**config.mk**
```make
export PLATFORM = sky130hd
export DESIGN_NAME = dsp_power_on_ctrl
export DESIGN_NICKNAME = d
export VERILOG_FILES = /design/src/verilog/dsp_power_pkg.sv /design/src/verilog/apb_master_port.sv /design/src/verilog/dsp_power_on_ctrl.sv
export SDC_FILE = /design/constraint.sdc
export NUM_CORES = 1
export LEC_CHECK = 0
export BUFFER_PORTS_ARGS = -buffer_cell sky130_fd_sc_hd__buf_2
export CAP_MARGIN = 25
export CORE_UTILIZATION = 53
export DETAILED_ROUTE_END_ITERATION = 6
export GPL_ROUTABILITY_DRIVEN = 0
export PLACE_DENSITY = 0.87
export SYNTH_ARGS = -nofsm -noshare
export SYNTH_HDL_FRONTEND = slang
export SYNTH_HIERARCHICAL = 1
export SYNTH_SLANG_ARGS = --single-unit
```
**constraint.sdc**
```tcl
create_clock -name pclk -period 2.2 [get_ports pclk]
set_input_delay 0.44 -clock pclk [delete_from_list [all_inputs] [get_ports pclk]]
set_output_delay 0.44 -clock pclk [all_outputs]
set_load 0.01 [all_outputs]
```
**src/verilog/dsp_power_pkg.sv**
```systemverilog
// constants, register layouts and carriers for the dsp power-on controller
// assumes one 10 MHz clock and apb on both the software and the device side
package dsp_power_pkg;

   // ======================================================================
   // bus shapes
   localparam int ADDR_W = 32;
   localparam int DATA_W = 32;
   localparam int SLV_ADDR_W = 12;

   typedef struct packed {
      logic [ADDR_W-1:0] addr;
      logic write;
      logic [DATA_W-1:0] wdata;
   } apb_req_s;

   // ======================================================================
   // device register map, base plus word offsets
   localparam logic [ADDR_W-1:0] DEV_BASE = 32'h0000_0000;
   localparam logic [ADDR_W-1:0] TRANSITION_COMMAND_OFF = 32'h0000_0000;
   localparam logic [ADDR_W-1:0] TRANSITION_STATUS_OFF = 32'h0000_0004;
   localparam logic [ADDR_W-1:0] EXT_POWER_PENDING_OFF = 32'h0000_0008;
   localparam logic [ADDR_W-1:0] DSP_DOMAIN_CONTROL_OFF = 32'h0000_000c;
   localparam logic [ADDR_W-1:0] DSP_MODULE_CONTROL_OFF = 32'h0000_0010;
   localparam logic [ADDR_W-1:0] RAIL_SHORT_SWITCH_OFF = 32'h0000_0014;

   // device field positions and values
   localparam int TRANSITION_TRIGGER_BIT = 1;
   localparam int TRANSITION_ACTIVE_BIT = 1;
   localparam int EXT_POWER_PENDING_BIT = 1;
   localparam int DOMAIN_TARGET_BIT = 0;
   localparam int EXT_POWER_GOOD_BIT = 8;
   localparam int DSP_RAIL_SHORT_BIT = 0;
   localparam int MODULE_TARGET_LSB = 0;
   localparam int MODULE_TARGET_W = 3;
   localparam logic [MODULE_TARGET_W-1:0] SW_RESET_DISABLED_STATE = 3'h0;
   localparam logic [MODULE_TARGET_W-1:0] MODULE_ENABLE_STATE = 3'h3;

   // ======================================================================
   // controller registers seen by software
   localparam logic [SLV_ADDR_W-1:0] CTRL_OFF = 12'h000;
   localparam logic [SLV_ADDR_W-1:0] STATUS_OFF = 12'h004;
   localparam logic [SLV_ADDR_W-1:0] IRQ_STATUS_OFF = 12'h008;
   localparam logic [SLV_ADDR_W-1:0] IRQ_MASK_OFF = 12'h00c;

   localparam int CTRL_START_BIT = 0;
   localparam int STATUS_BUSY_BIT = 0;
   localparam int STATUS_DONE_BIT = 1;
   localparam int STATUS_ERROR_BIT = 2;
   localparam int STATUS_EPC_BIT = 3;
   localparam int STATUS_STEP_LSB = 8;
   localparam int STEP_W = 4;

   localparam int IRQ_W = 3;
   localparam int IRQ_DONE_BIT = 0;
   localparam int IRQ_EPC_BIT = 1;
   localparam int IRQ_ERROR_BIT = 2;
   localparam logic [IRQ_W-1:0] IRQ_MASK_RESET = 3'h0;

endpackage : dsp_power_pkg

```
**src/verilog/apb_master_port.sv**
```systemverilog
// apb master issuing one transfer per start pulse
// assumes the caller waits for done before the next start
`timescale 1ns/10ps
module apb_master_port (
   input wire logic pclk,
   input wire logic presetn,
   input wire logic start,
   input wire dsp_power_pkg::apb_req_s req,
   output logic done,
   output logic err,
   output logic [dsp_power_pkg::DATA_W-1:0] rdata,
   output logic m_psel,
   output logic m_penable,
   output logic [dsp_power_pkg::ADDR_W-1:0] m_paddr,
   output logic m_pwrite,
   output logic [dsp_power_pkg::DATA_W-1:0] m_pwdata,
   input wire logic [dsp_power_pkg::DATA_W-1:0] m_prdata,
   input wire logic m_pready,
   input wire logic m_pslverr
);

   // ======================================================================
   // phase control
   always_ff @(posedge pclk or negedge presetn) begin
      if (!presetn) begin
         m_psel <= 1'b0;
         m_penable <= 1'b0;
         done <= 1'b0;
      end else begin
         done <= 1'b0;
         if (!m_psel && start) begin
            m_psel <= 1'b1;
         end else if (m_psel && !m_penable) begin
            m_penable <= 1'b1;
         end else if (m_psel && m_penable && m_pready) begin
            m_psel <= 1'b0;
            m_penable <= 1'b0;
            done <= 1'b1;
         end
      end
   end

   // ======================================================================
   // request hold and answer capture
   always_ff @(posedge pclk or negedge presetn) begin
      if (!presetn) begin
         m_paddr <= '0;
         m_pwrite <= 1'b0;
         m_pwdata <= '0;
         rdata <= '0;
         err <= 1'b0;
      end else begin
         if (!m_psel && start) begin
            m_paddr <= req.addr;
            m_pwrite <= req.write;
            m_pwdata <= req.wdata;
         end
         if (m_psel && m_penable && m_pready) begin
            rdata <= m_prdata;
            err <= m_pslverr;
         end
      end
   end
endmodule : apb_master_port

```
**src/verilog/dsp_power_on_ctrl.sv**
```systemverilog
// host-side controller that runs the dsp domain power-on sequence
// software orders it over apb; it drives the sequencer registers over a second apb port
//
// The implementer's own choices: the placing of the registers and the APB register port.
`timescale 1ns/10ps
module dsp_power_on_ctrl (
   input wire logic pclk,
   input wire logic presetn,
   input wire logic psel,
   input wire logic penable,
   input wire logic pwrite,
   input wire logic [dsp_power_pkg::SLV_ADDR_W-1:0] paddr,
   input wire logic [dsp_power_pkg::DATA_W-1:0] pwdata,
   output logic [dsp_power_pkg::DATA_W-1:0] prdata,
   output logic pready,
   output logic pslverr,
   output logic irq,
   output logic m_psel,
   output logic m_penable,
   output logic [dsp_power_pkg::ADDR_W-1:0] m_paddr,
   output logic m_pwrite,
   output logic [dsp_power_pkg::DATA_W-1:0] m_pwdata,
   input wire logic [dsp_power_pkg::DATA_W-1:0] m_prdata,
   input wire logic m_pready,
   input wire logic m_pslverr
);

   // ======================================================================
   // sequence steps
   typedef enum logic [dsp_power_pkg::STEP_W-1:0] {
      S_IDLE,
      S_POLL_PRE,
      S_DOM_NEXT,
      S_MOD_OFF,
      S_TRIG_ON,
      S_WAIT_EPC,
      S_RAIL_SHORT,
      S_PWR_GOOD,
      S_POLL_MID,
      S_MOD_EN,
      S_TRIG_EN,
      S_POLL_END
   } step_e;

   step_e state_reg;
   logic pending_reg;
   logic done_reg;
   logic error_reg;
   logic epc_seen_reg;
   logic [dsp_power_pkg::IRQ_W-1:0] irq_status_reg;
   logic [dsp_power_pkg::IRQ_W-1:0] irq_mask_reg;
   logic [dsp_power_pkg::IRQ_W-1:0] irq_event;
   logic mst_start;
   logic mst_done;
   logic mst_err;
   logic [dsp_power_pkg::DATA_W-1:0] mst_rdata;
   dsp_power_pkg::apb_req_s mst_req;
   logic wr_take;
   logic go_cmd;
   logic ok_done;

   // ======================================================================
   // helpers
   function automatic logic [dsp_power_pkg::ADDR_W-1:0] dev_addr(input logic [dsp_power_pkg::ADDR_W-1:0] off);
      dev_addr = dsp_power_pkg::DEV_BASE + off;
   endfunction : dev_addr

   function automatic logic [dsp_power_pkg::DATA_W-1:0] one_bit(input int pos);
      one_bit = '0;
      one_bit[pos] = 1'b1;
   endfunction : one_bit

   function automatic logic [dsp_power_pkg::DATA_W-1:0] module_target(
      input logic [dsp_power_pkg::MODULE_TARGET_W-1:0] code);
      module_target = '0;
      module_target[dsp_power_pkg::MODULE_TARGET_LSB +: dsp_power_pkg::MODULE_TARGET_W] = code;
   endfunction : module_target

   function automatic logic is_reg(input logic [dsp_power_pkg::SLV_ADDR_W-1:0] a,
                                   input logic [dsp_power_pkg::SLV_ADDR_W-1:0] off);
      is_reg = (a == off);
   endfunction : is_reg

   function automatic logic in_bus_step(input step_e s);
      in_bus_step = (s != S_IDLE);
   endfunction : in_bus_step

   // ======================================================================
   // device access for each step
   always_comb begin
      mst_req.addr = dev_addr(dsp_power_pkg::TRANSITION_STATUS_OFF);
      mst_req.write = 1'b0;
      mst_req.wdata = '0;
      unique case (state_reg)
         S_IDLE, S_POLL_PRE, S_POLL_MID, S_POLL_END: begin
            mst_req.addr = dev_addr(dsp_power_pkg::TRANSITION_STATUS_OFF);
         end
         S_DOM_NEXT: begin
            mst_req.addr = dev_addr(dsp_power_pkg::DSP_DOMAIN_CONTROL_OFF);
            mst_req.write = 1'b1;
            mst_req.wdata = one_bit(dsp_power_pkg::DOMAIN_TARGET_BIT);
         end
         S_MOD_OFF: begin
            mst_req.addr = dev_addr(dsp_power_pkg::DSP_MODULE_CONTROL_OFF);
            mst_req.write = 1'b1;
            mst_req.wdata = module_target(dsp_power_pkg::SW_RESET_DISABLED_STATE);
         end
         S_TRIG_ON, S_TRIG_EN: begin
            mst_req.addr = dev_addr(dsp_power_pkg::TRANSITION_COMMAND_OFF);
            mst_req.write = 1'b1;
            mst_req.wdata = one_bit(dsp_power_pkg::TRANSITION_TRIGGER_BIT);
         end
         S_WAIT_EPC: begin
            mst_req.addr = dev_addr(dsp_power_pkg::EXT_POWER_PENDING_OFF);
         end
         S_RAIL_SHORT: begin
            mst_req.addr = dev_addr(dsp_power_pkg::RAIL_SHORT_SWITCH_OFF);
            mst_req.write = 1'b1;
            mst_req.wdata = one_bit(dsp_power_pkg::DSP_RAIL_SHORT_BIT);
         end
         S_PWR_GOOD: begin
            mst_req.addr = dev_addr(dsp_power_pkg::DSP_DOMAIN_CONTROL_OFF);
            mst_req.write = 1'b1;
            mst_req.wdata = one_bit(dsp_power_pkg::DOMAIN_TARGET_BIT) |
                            one_bit(dsp_power_pkg::EXT_POWER_GOOD_BIT);
         end
         S_MOD_EN: begin
            mst_req.addr = dev_addr(dsp_power_pkg::DSP_MODULE_CONTROL_OFF);
            mst_req.write = 1'b1;
            mst_req.wdata = module_target(dsp_power_pkg::MODULE_ENABLE_STATE);
         end
      endcase
   end

   assign mst_start = in_bus_step(state_reg) && !pending_reg;
   assign ok_done = mst_done && !mst_err;

   apb_master_port u_master (
      .pclk(pclk),
      .presetn(presetn),
      .start(mst_start),
      .req(mst_req),
      .done(mst_done),
      .err(mst_err),
      .rdata(mst_rdata),
      .m_psel(m_psel),
      .m_penable(m_penable),
      .m_paddr(m_paddr),
      .m_pwrite(m_pwrite),
      .m_pwdata(m_pwdata),
      .m_prdata(m_prdata),
      .m_pready(m_pready),
      .m_pslverr(m_pslverr)
   );

   // ======================================================================
   // software register access
   assign wr_take = psel && penable && pready && pwrite;
   assign go_cmd = wr_take && is_reg(paddr, dsp_power_pkg::CTRL_OFF) && pwdata[dsp_power_pkg::CTRL_START_BIT];

   always_ff @(posedge pclk or negedge presetn) begin
      if (!presetn) begin
         pready <= 1'b0;
         pslverr <= 1'b0;
         prdata <= '0;
      end else begin
         pready <= psel && !penable;
         pslverr <= psel && !penable && !(is_reg(paddr, dsp_power_pkg::CTRL_OFF) ||
                    is_reg(paddr, dsp_power_pkg::STATUS_OFF) || is_reg(paddr, dsp_power_pkg::IRQ_STATUS_OFF) ||
                    is_reg(paddr, dsp_power_pkg::IRQ_MASK_OFF));
         prdata <= '0;
         if (psel && !penable && !pwrite) begin
            if (is_reg(paddr, dsp_power_pkg::STATUS_OFF)) begin
               prdata[dsp_power_pkg::STATUS_BUSY_BIT] <= in_bus_step(state_reg);
               prdata[dsp_power_pkg::STATUS_DONE_BIT] <= done_reg;
               prdata[dsp_power_pkg::STATUS_ERROR_BIT] <= error_reg;
               prdata[dsp_power_pkg::STATUS_EPC_BIT] <= epc_seen_reg;
               prdata[dsp_power_pkg::STATUS_STEP_LSB +: dsp_power_pkg::STEP_W] <= state_reg;
            end else if (is_reg(paddr, dsp_power_pkg::IRQ_STATUS_OFF)) begin
               prdata[dsp_power_pkg::IRQ_W-1:0] <= irq_status_reg;
            end else if (is_reg(paddr, dsp_power_pkg::IRQ_MASK_OFF)) begin
               prdata[dsp_power_pkg::IRQ_W-1:0] <= irq_mask_reg;
            end
         end
      end
   end

   // ======================================================================
   // sequence state
   always_ff @(posedge pclk or negedge presetn) begin
      if (!presetn) begin
         pending_reg <= 1'b0;
      end else if (mst_done) begin
         pending_reg <= 1'b0;
      end else if (mst_start) begin
         pending_reg <= 1'b1;
      end
   end

   always_ff @(posedge pclk or negedge presetn) begin
      if (!presetn) begin
         state_reg <= S_IDLE;
      end else if (mst_done && mst_err) begin
         state_reg <= S_IDLE;
      end else begin
         unique case (state_reg)
            S_IDLE: if (go_cmd) state_reg <= S_POLL_PRE;
            S_POLL_PRE: begin
               if (ok_done && !mst_rdata[dsp_power_pkg::TRANSITION_ACTIVE_BIT]) state_reg <= S_DOM_NEXT;
            end
            S_DOM_NEXT: if (ok_done) state_reg <= S_MOD_OFF;
            S_MOD_OFF: if (ok_done) state_reg <= S_TRIG_ON;
            S_TRIG_ON: if (ok_done) state_reg <= S_WAIT_EPC;
            S_WAIT_EPC: begin
               if (ok_done && mst_rdata[dsp_power_pkg::EXT_POWER_PENDING_BIT]) state_reg <= S_RAIL_SHORT;
            end
            S_RAIL_SHORT: if (ok_done) state_reg <= S_PWR_GOOD;
            S_PWR_GOOD: if (ok_done) state_reg <= S_POLL_MID;
            S_POLL_MID: begin
               if (ok_done && !mst_rdata[dsp_power_pkg::TRANSITION_ACTIVE_BIT]) state_reg <= S_MOD_EN;
            end
            S_MOD_EN: if (ok_done) state_reg <= S_TRIG_EN;
            S_TRIG_EN: if (ok_done) state_reg <= S_POLL_END;
            S_POLL_END: begin
               if (ok_done && !mst_rdata[dsp_power_pkg::TRANSITION_ACTIVE_BIT]) state_reg <= S_IDLE;
            end
         endcase
      end
   end

   // ======================================================================
   // outcome flags and events
   always_comb begin
      irq_event = '0;
      irq_event[dsp_power_pkg::IRQ_DONE_BIT] = (state_reg == S_POLL_END) && ok_done &&
                                                !mst_rdata[dsp_power_pkg::TRANSITION_ACTIVE_BIT];
      irq_event[dsp_power_pkg::IRQ_EPC_BIT] = (state_reg == S_WAIT_EPC) && ok_done &&
                                               mst_rdata[dsp_power_pkg::EXT_POWER_PENDING_BIT];
      irq_event[dsp_power_pkg::IRQ_ERROR_BIT] = mst_done && mst_err;
   end

   always_ff @(posedge pclk or negedge presetn) begin
      if (!presetn) begin
         done_reg <= 1'b0;
         error_reg <= 1'b0;
         epc_seen_reg <= 1'b0;
      end else if (state_reg == S_IDLE && go_cmd) begin
         done_reg <= 1'b0;
         error_reg <= 1'b0;
         epc_seen_reg <= 1'b0;
      end else begin
         if (irq_event[dsp_power_pkg::IRQ_DONE_BIT]) done_reg <= 1'b1;
         if (irq_event[dsp_power_pkg::IRQ_ERROR_BIT]) error_reg <= 1'b1;
         if (irq_event[dsp_power_pkg::IRQ_EPC_BIT]) epc_seen_reg <= 1'b1;
      end
   end

   // ======================================================================
   // interrupt status, mask and output
   always_ff @(posedge pclk or negedge presetn) begin
      if (!presetn) begin
         irq_status_reg <= '0;
      end else if (wr_take && is_reg(paddr, dsp_power_pkg::IRQ_STATUS_OFF)) begin
         irq_status_reg <= (irq_status_reg & ~pwdata[dsp_power_pkg::IRQ_W-1:0]) | irq_event;
      end else begin
         irq_status_reg <= irq_status_reg | irq_event;
      end
   end

   always_ff @(posedge pclk or negedge presetn) begin
      if (!presetn) begin
         irq_mask_reg <= dsp_power_pkg::IRQ_MASK_RESET;
      end else if (wr_take && is_reg(paddr, dsp_power_pkg::IRQ_MASK_OFF)) begin
         irq_mask_reg <= pwdata[dsp_power_pkg::IRQ_W-1:0];
      end
   end

   always_ff @(posedge pclk or negedge presetn) begin
      if (!presetn) begin
         irq <= 1'b0;
      end else begin
         irq <= |(irq_status_reg & irq_mask_reg);
      end
   end
endmodule : dsp_power_on_ctrl

```
# Word-level counts from Yosys, hierarchy flattened
# Cells that the tools add are included.
[word_totals]
regBits = 96
inputBits = 83
out_inout_bits = 102
[classes]
eq_ne = 27
mux = 39
bitwise = 6
reduce_logical = 53
[op_table]
columns = ["operator", "n"]
rows = [
  ["$pmux W32 S6", 1],
  ["$pmux W33 S5", 1],
  ["$mux W4", 16],
  ["$pmux W4 S12", 1],
  ["$ne A3 B3 Y1 const B", 12],
  ["$eq A12 B4 Y1 const B", 2],
  ["$logic_and A1 B1 Y1", 24],
  ["$eq A4 B3 Y1 const B", 4],
  ["$eq A4 B4 Y1 const B", 4],
  ["$mux W1", 16],
  ["$eq A12 B3 Y1 const B", 1],
  ["$logic_not A12 Y1", 1],
  ["$mux W3", 4],
  ["$reduce_and A12 Y1", 1],
  ["$reduce_bool A2 Y1", 6],
  ["$eq A4 B2 Y1 const B", 2],
  ["$logic_not A1 Y1", 8],
  ["$reduce_or A2 Y1", 4],
  ["$and A3 B3 Y3", 2],
  ["$or A3 B3 Y3", 2],
  ["$eq A4 B1 Y1 const B", 1],
  ["$logic_not A4 Y1", 1],
  ["$reduce_and A2 Y1", 2],
  ["$reduce_bool A4 Y1", 1],
  ["other kinds (6)", 8],
]

# Depth between registers and ports, before layout
# Gate-level depths: netlist of the first run.
[logic_depth]
depth_word = 8
mapped_depth = 9
mapped_depth_nobuf = 7

# By module
# Netlist of the first run, hierarchy kept.
[modules_own_cells]
columns = ["module", "n_inst", "cells_per_inst", "area_each_um2", "seq_area_each_um2"]
rows = [
  ["apb_master_port", 1, 214, 4071.4, 2527.4],
  ["dsp_power_on_ctrl", 1, 177, 1616.6, 625.6],
]

# Worst setup path before layout of the first run
# Ideal clock, no wire load.
[synth_path]
path_type = "register -> register"
start = "register state_reg[2]"
end = "register u_master/m_paddr[2] in the netlist's numbering"
arrival_time_ps = 1877
required_time_ps = 2075
setup_slack_ps = 198
stages_incl_launch_ff = 10
cell_sequence = "dfrtp_1 -> inv_1 -> ha_1 -> buf_2 -> nor3b_1 -> nor2_1 -> nor2b_2 -> buf_6 -> buf_6 -> mux2_4"
[synth_via]
elab_chain_len = 3
elab_cells_between_ends = 20
classes_between = "11 x eq/ne; 1 x mux; 8 x reduce/logical"
[synth_rtl]
columns = ["item", "line", "text"]
rows = [
  ["start: declaration", "dsp_power_on_ctrl.sv:45", "step_e state_reg;"],
  ["start signal: assignment", "dsp_power_on_ctrl.sv:202", "state_reg <= S_IDLE;"],
  ["start signal: assignment", "dsp_power_on_ctrl.sv:204", "state_reg <= S_IDLE;"],
  ["start signal: assignment", "dsp_power_on_ctrl.sv:207", "S_IDLE: if (go_cmd) state_reg <= S_POLL_PRE;"],
  ["$reduce_bool A4 Y1", "dsp_power_on_ctrl.sv:85", "in_bus_step = (s != S_IDLE);"],
  ["$logic_and A1 B1 Y1", "dsp_power_on_ctrl.sv:135", "assign mst_start = in_bus_step(state_reg) && !pending_reg;"],
  ["net mst_start", "dsp_power_on_ctrl.sv:53", "logic mst_start;"],
  ["$logic_and A1 B1 Y1", "apb_master_port.sv:53", "if (!m_psel && start) begin"],
  ["end signal: assignment", "apb_master_port.sv:54", "m_paddr <= req.addr;"],
  ["end: declaration", "apb_master_port.sv:14", "output logic [dsp_power_pkg::ADDR_W-1:0] m_paddr,"],
]
# The timed path passes the listed nets, and every way through them passes these cells. The select of a mux whose other input is x is not followed.
# A chain may end at the register's enable or synchronous reset.

# Worst setup path after layout of the first run
[layout_path]
start = "register state_reg[2]"
end = "register u_master/m_pwdata[25] in the netlist's numbering"
[layout_via]
elab_chain_len = 3
[layout_rtl]
columns = ["item", "line", "text"]
rows = [
  ["$reduce_bool A4 Y1", "dsp_power_on_ctrl.sv:85", ""],
  ["$logic_and A1 B1 Y1", "dsp_power_on_ctrl.sv:135", ""],
  ["net mst_start", "dsp_power_on_ctrl.sv:53", ""],
  ["$logic_and A1 B1 Y1", "apb_master_port.sv:53", ""],
  ["end signal: assignment", "apb_master_port.sv:56", "m_pwdata <= req.wdata;"],
  ["end: declaration", "apb_master_port.sv:16", "output logic [dsp_power_pkg::DATA_W-1:0] m_pwdata,"],
]
# The timed path passes the listed nets, and every way through them passes these cells.

==> results.yml, run 1 <==
run_status:
  outcome: "finished, final reports clean"
run:
  max-cap-violations: 0
global_route:
  number_of_global_route_vias_before_repair: 2889
  global_route.usage.total: 0.201
  grt_antenna_before_repair: 0
  grt_start_max_net_pins: 34
  grt_overflow_total: 0
  global_route_wire_length_before_repair_microns: 13600
route:
  via_count: 2965
  firstDrtPassIters: 4
  drt_drc_violations_left: 0
  totalWireLength_microns: 8620
  detailedRoute.firstIterationViolations: 141
  antenna_left: 0
  routed_wire_length_per_instance_microns: 14.1
  via_per_inst: 4.86
cts:
  cts_inserted_buffers: 9
  clock_sinks: 95
  insertion_delay_to_the_later_sink_of_the_worst_skew_pair_ps: 360
  cts_tree: "yes"
  cts.path.max_buffers: 2
  cts_hold_repair.buffers: 0
  ctsRootBufferMaster: "clkbuf_8"
  htreeDepth: 3
  path_clk_slew_ps: 90
cells_and_area:
  antenna-diode-count: 0
  most_frequent_standard_cell_in_the_layout_excluding_fill_and_tap_cells: "buf_2"
  multi_input_comb_area_sq_um: 2040
  final_layout_size_suffix_gt1_frac: 0.430
  final_cell_mix: "99 x buf_2, 95 x dfrtp_1, 82 x conb_1"
  design.final.nets: 586
  layout-area-overhead-vs-synth_pct: 24.2
  fillerInstances: 608
  finalCoreUtilization: 0.679
  area.sequential_sq_um: 2380
  top_registers: "u_master/m_paddr: 32 flops, u_master/m_pwdata: 32 flops, prdata: 8 flops"
power:
  power.leakage_nw: 2.81
  power_mw: 7.20
  irDropWorstVdd_mv: 0.802
  power_density_nw_per_um2: 1300
placement:
  place_hpwl_microns: 6180
  port_buffers: 100
sta:
  max_clock_freq_ghz: 0.475
  finalSetupViolCount: 0
  finalCritPeriodShare: 0.958
  tightestPinTransition_ps: 519
  hold_violations: 0
  period_minus_slack_ps: 2110
  worst_clock_skew_ps: 16.9
  worst_slew_margin_rel: 0.649
  drv_slew: 0
setup_path:
  critPathKind: "reg -> reg"
  critical_path_arrival_ps: 2340
  rr_startpoint: "state_reg[2]"
  critical_path.endpoint_type: "flop"
  critical_path.max_fanout: 12
  rrSetupSlack_ps: 90
  worst-endpoint-required_ps: 2430
  ff2ff_path_depth: 8
  start_kind: "flop"
  worstReg2RegEnd: "u_master/m_pwdata[25]"
floorplanning:
  die_h_microns: 93.8
  die_area_sq_um: 8800
  chip_width_microns: 93.8
  floorplan.initialDensity: 0.547
  boundaryPins: 185
  core.rowCount: 33
  core_region_area_sq_um: 8180
yosys:
  ys_warn_count: 6
  synth.avg_cell_area_sq_um: 13.6
  synthesis.instances: 329
  syn_area_sq_um: 4470
hold_path:
  worstHoldPathType: "in -> async"
power by group:
| part | total, mW | switching [mW] | internal [mW] |
|---|---|---|---|
| Sequential | 2.89 | 0.460 | 2.43 |
| Combinational | 3.14 | 1.35 | 1.79 |
| Clock | 1.17 | 0.636 | 0.538 |
critical path, stage by stage, from the launching register on:
cell and delay, ps:
dfrtp_1 380, inv_1 80, ha_1 210, nor3b_2 180
nor2_1 180, nor2b_4 300, buf_12 180, buf_12 160
mux2_4 310
stage by stage:
stage	setup TNS, ps	hold WS [ps]	instances	instance area (sq um)	setup WS, ps
floorplan	0	144	410	4770	198
global placement	0	408	587	5250	195
detailed placement	0	411	587	5250	128
CTS	0	23.6	603	5460	112
global route	-24.8	29.1	610	5550	-12.8
finish	0	32.4	610	5550	92.5
worst max-delay path by stage:
| stage | start | end | slack [ps] | cells past startpoint |
|---|---|---|---|---|
| after floorplan | state_reg[2] | u_master/m_paddr[2] | 200 | 9 |
| after global placement | state_reg[2] | u_master/m_pwdata[3] | 190 | 8 |
| after detailed placement | state_reg[3] | u_master/m_pwdata[7] | 130 | 8 |
| after CTS | state_reg[3] | u_master/m_pwdata[9] | 110 | 8 |
| after global routing | state_reg[3] | u_master/m_pwdata[2] | -10 | 8 |
| final | state_reg[2] | u_master/m_pwdata[25] | 90 | 8 |
metal layers:
metal / track usage / up-vias / share of wire
li1: - / 1391 / -
met1: 0.244 / 1458 / 0.42
met2: 0.353 / 108 / 0.51
met3: 0.0413 / 8 / 0.054
met4: 0.0692 / 0 / 0.010
met5: 0 / - / 0
area by class of cell:
cell class,count,area share
clock buffers,9,0.0223
well taps,105,0.0237
inverters,10,0.00676
repair buffers,121,0.137
flip-flops and latches,95,0.428
clock inverters,7,0.0142
multi-input cells,263,0.368
timing repair:
| item | CTS | global route |
|---|---|---|
| gates resized for setup | 0 | 2 |
| setup buffers | 0 | 5 |
| setup endpoints to repair | 0 | 16 |
| endpoints found under the hold margin | 0 | 0 |
Note: power is estimated with default switching activity, not from simulation.
==> run 2, diff against run 1 <==
MAX_ROUTING_LAYER = met4   (was not set)
==> run 2 against run 1 <==
Global-route usage rose by 0.60 points; count of clock-buffer cells in the layout unchanged; sequential power barely moved; sequential share of layout area did not move; hold slack worse by 1.8 ps; via count increased by 0.20%; clock skew hardly changed; non-clock buffer count did not move; combinational power about the same; first-iteration DRC count shrank 20%; maximum frequency hardly changed; wire length shrank 0.16%; critical path type unchanged; critical endpoint unchanged; highest routed layer unchanged.
==> results.yml, run 2 (synthesized netlist as in run 1, its figures left out) <==
run_status:
  outcome: "finished, final reports clean"
sta:
  drv_slew: 0
  worst_slew_margin_rel: 0.649
  finalSetupViolCount: 0
  tightestPinTransition_ps: 519
  worst_clock_skew_ps: 17.1
  final.hold.worst_slack_ps: 30.6
  hold_violations: 0
  period_minus_slack_ps: 2110
  max_clock_freq_ghz: 0.474
  finalCritPeriodShare: 0.958
power:
  irDropWorstVdd_mv: 0.802
  seq_power_share: 0.401
  power.leakage_nw: 2.81
  p_clk_frac: 0.163
  p_comb_frac: 0.436
  netSwitchingFraction: 0.340
  power_report.internal_total_mw: 4.75
  p_sw_mw: 2.45
  power_density_nw_per_um2: 1300
  power_mw: 7.20
route:
  via_per_inst: 4.87
  firstDrtPassIters: 4
  routed_wire_length_per_instance_microns: 14.1
  via_count: 2971
  antenna_left: 0
  drt_drc_violations_left: 0
  detailedRoute.firstIterationViolations: 113
  totalWireLength_microns: 8600
run:
  max-cap-violations: 0
setup_path:
  critical_path_arrival_ps: 2340
  worstReg2RegEnd: "u_master/m_pwdata[25]"
  cp-startpoint: "state_reg[2]"
  ff2ff_path_depth: 8
  critPathSlowestCell: "dfrtp_1"
  start_kind: "flop"
  worst-endpoint-required_ps: 2430
  critical-path-top-delay-family: "simple AND/OR/NAND/NOR gates"
  critPathMaxStageDelay_ps: 380
  critical_path.endpoint_type: "flop"
  critical_path.max_fanout: 12
  timing.critical_path.depth: 8
  critPathCapture: "u_master/m_pwdata[25]"
  cpMostUsedCell: "buf_12"
  critical_path_buf_inv_count: 3
  crit_path_cell_trace: "inv_1 -> ha_1 -> nor3b_2 -> nor2_1 -> nor2b_4 -> buf_12 -> buf_12 -> mux2_4"
  rr_startpoint: "state_reg[2]"
  rrSetupSlack_ps: 90
  critPathKind: "reg -> reg"
global_route:
  number_of_global_route_vias_before_repair: 2890
  grt_overflow_total: 0
  grt.met3_usage: 0.0437
  globalRouteMet1Util: 0.243
  global_route_wire_length_before_repair_microns: 13600
  grt_start_max_net_pins: 34
  gr-max-usage-layer: "met2"
  global_route.usage.total: 0.207
  grt_antenna_before_repair: 0
  met2_track_demand_over_resource_in_global_routing: 0.354
floorplanning:
  core_region_area_sq_um: 8180
  boundaryPins: 185
  floorplan.initialDensity: 0.547
  chip_width_microns: 93.8
  die_area_sq_um: 8800
  die_h_microns: 93.8
  core.rowCount: 33
placement:
  port_buffers: 100
  place_hpwl_microns: 6180
cts:
  ctsRootBufferMaster: "clkbuf_8"
  cts.path.max_buffers: 2
  path_clk_slew_ps: 90
  clock_sinks: 95
  htreeDepth: 3
  cts_inserted_buffers: 9
  cts_tree: "yes"
  insertion_delay_to_the_later_sink_of_the_worst_skew_pair_ps: 360
cells_and_area:
  layout-area-overhead-vs-synth_pct: 24.2
  antenna-diode-count: 0
  final_cell_mix: "99 x buf_2, 95 x dfrtp_1, 82 x conb_1"
  design.final.nets: 586
  final_layout_size_suffix_gt1_frac: 0.430
  finalCoreUtilization: 0.679
  most_frequent_standard_cell_in_the_layout_excluding_fill_and_tap_cells: "buf_2"
  top_registers: "u_master/m_paddr: 32 flops, u_master/m_pwdata: 32 flops, prdata: 8 flops"
hold_path:
  worstHoldPathType: "in -> async"
## run 2: cell counts in the layout (fill, tap and decap cells not counted)
Identical to the previous run, type by type.
## run 2: stage by stage
step | area [sq um] | TNS (ps) | instances | worst slack, ps
after floorplan | 4770 | 0 | 410 | 198
final | 5550 | 0 | 610 | 91.4
after CTS | 5460 | 0 | 603 | 112
after global placement | 5250 | 0 | 587 | 195
after global routing | 5550 | -23.0 | 610 | -11.6
after detailed placement | 5250 | 0 | 587 | 128
## run 2: worst min path at each step
| stage | to | slack [ps] | cells after the start |
|---|---|---|---|
| finish | u_master/m_paddr[23] | 30 | 1 |
| global route | u_master/m_pwdata[26] | 30 | 1 |
| CTS | u_master/m_paddr[30] | 20 | 1 |
| detailed placement | u_master/m_paddr[30] | 410 | 1 |
| global placement | u_master/m_paddr[23] | 410 | 1 |
| floorplan | done_reg | 140 | 0 |
## run 2: what timing repair did
item | 4_1_cts | 5_1_grt
setup endpoints to repair | 0 | 16
resized for setup | 0 | 2
hold buffers | 0 | 0
setup buffers | 0 | 5
## run 2: metal layers
layer	wire (microns)	part of all wire
met1	3660	0.43
met2	4410	0.51
met3	434	0.050
met4	107	0.012
met5	0	0
## run 2: cell type report
cell class                 instances  area, sq um
fill                             609         2620
clock inverter                     7         78.8
inverter                          10         37.5
multi-input combinational        263         2040
clock buffer                       9          124
timing repair buffer             121          762
sequential                        95         2380
tap                              105          131
## run 2: power groups by stage
stage	logic [mW]	clock network, mW	registers [mW]
2_1_floorplan	1.82	0	3.13
3_3_place_gp	2.92	0	2.86
3_5_place_dp	3.03	0	2.91
4_1_cts	3.05	1.20	2.89
5_1_grt	3.38	1.29	2.97
6_report	3.14	1.17	2.89
## run 2: worst register-to-register path, stage by stage (launching register included)
cell	delay [ps]
dfrtp_1	380
inv_1	80
ha_1	210
nor3b_2	180
nor2_1	180
nor2b_4	310
buf_12	180
buf_12	160
mux2_4	310
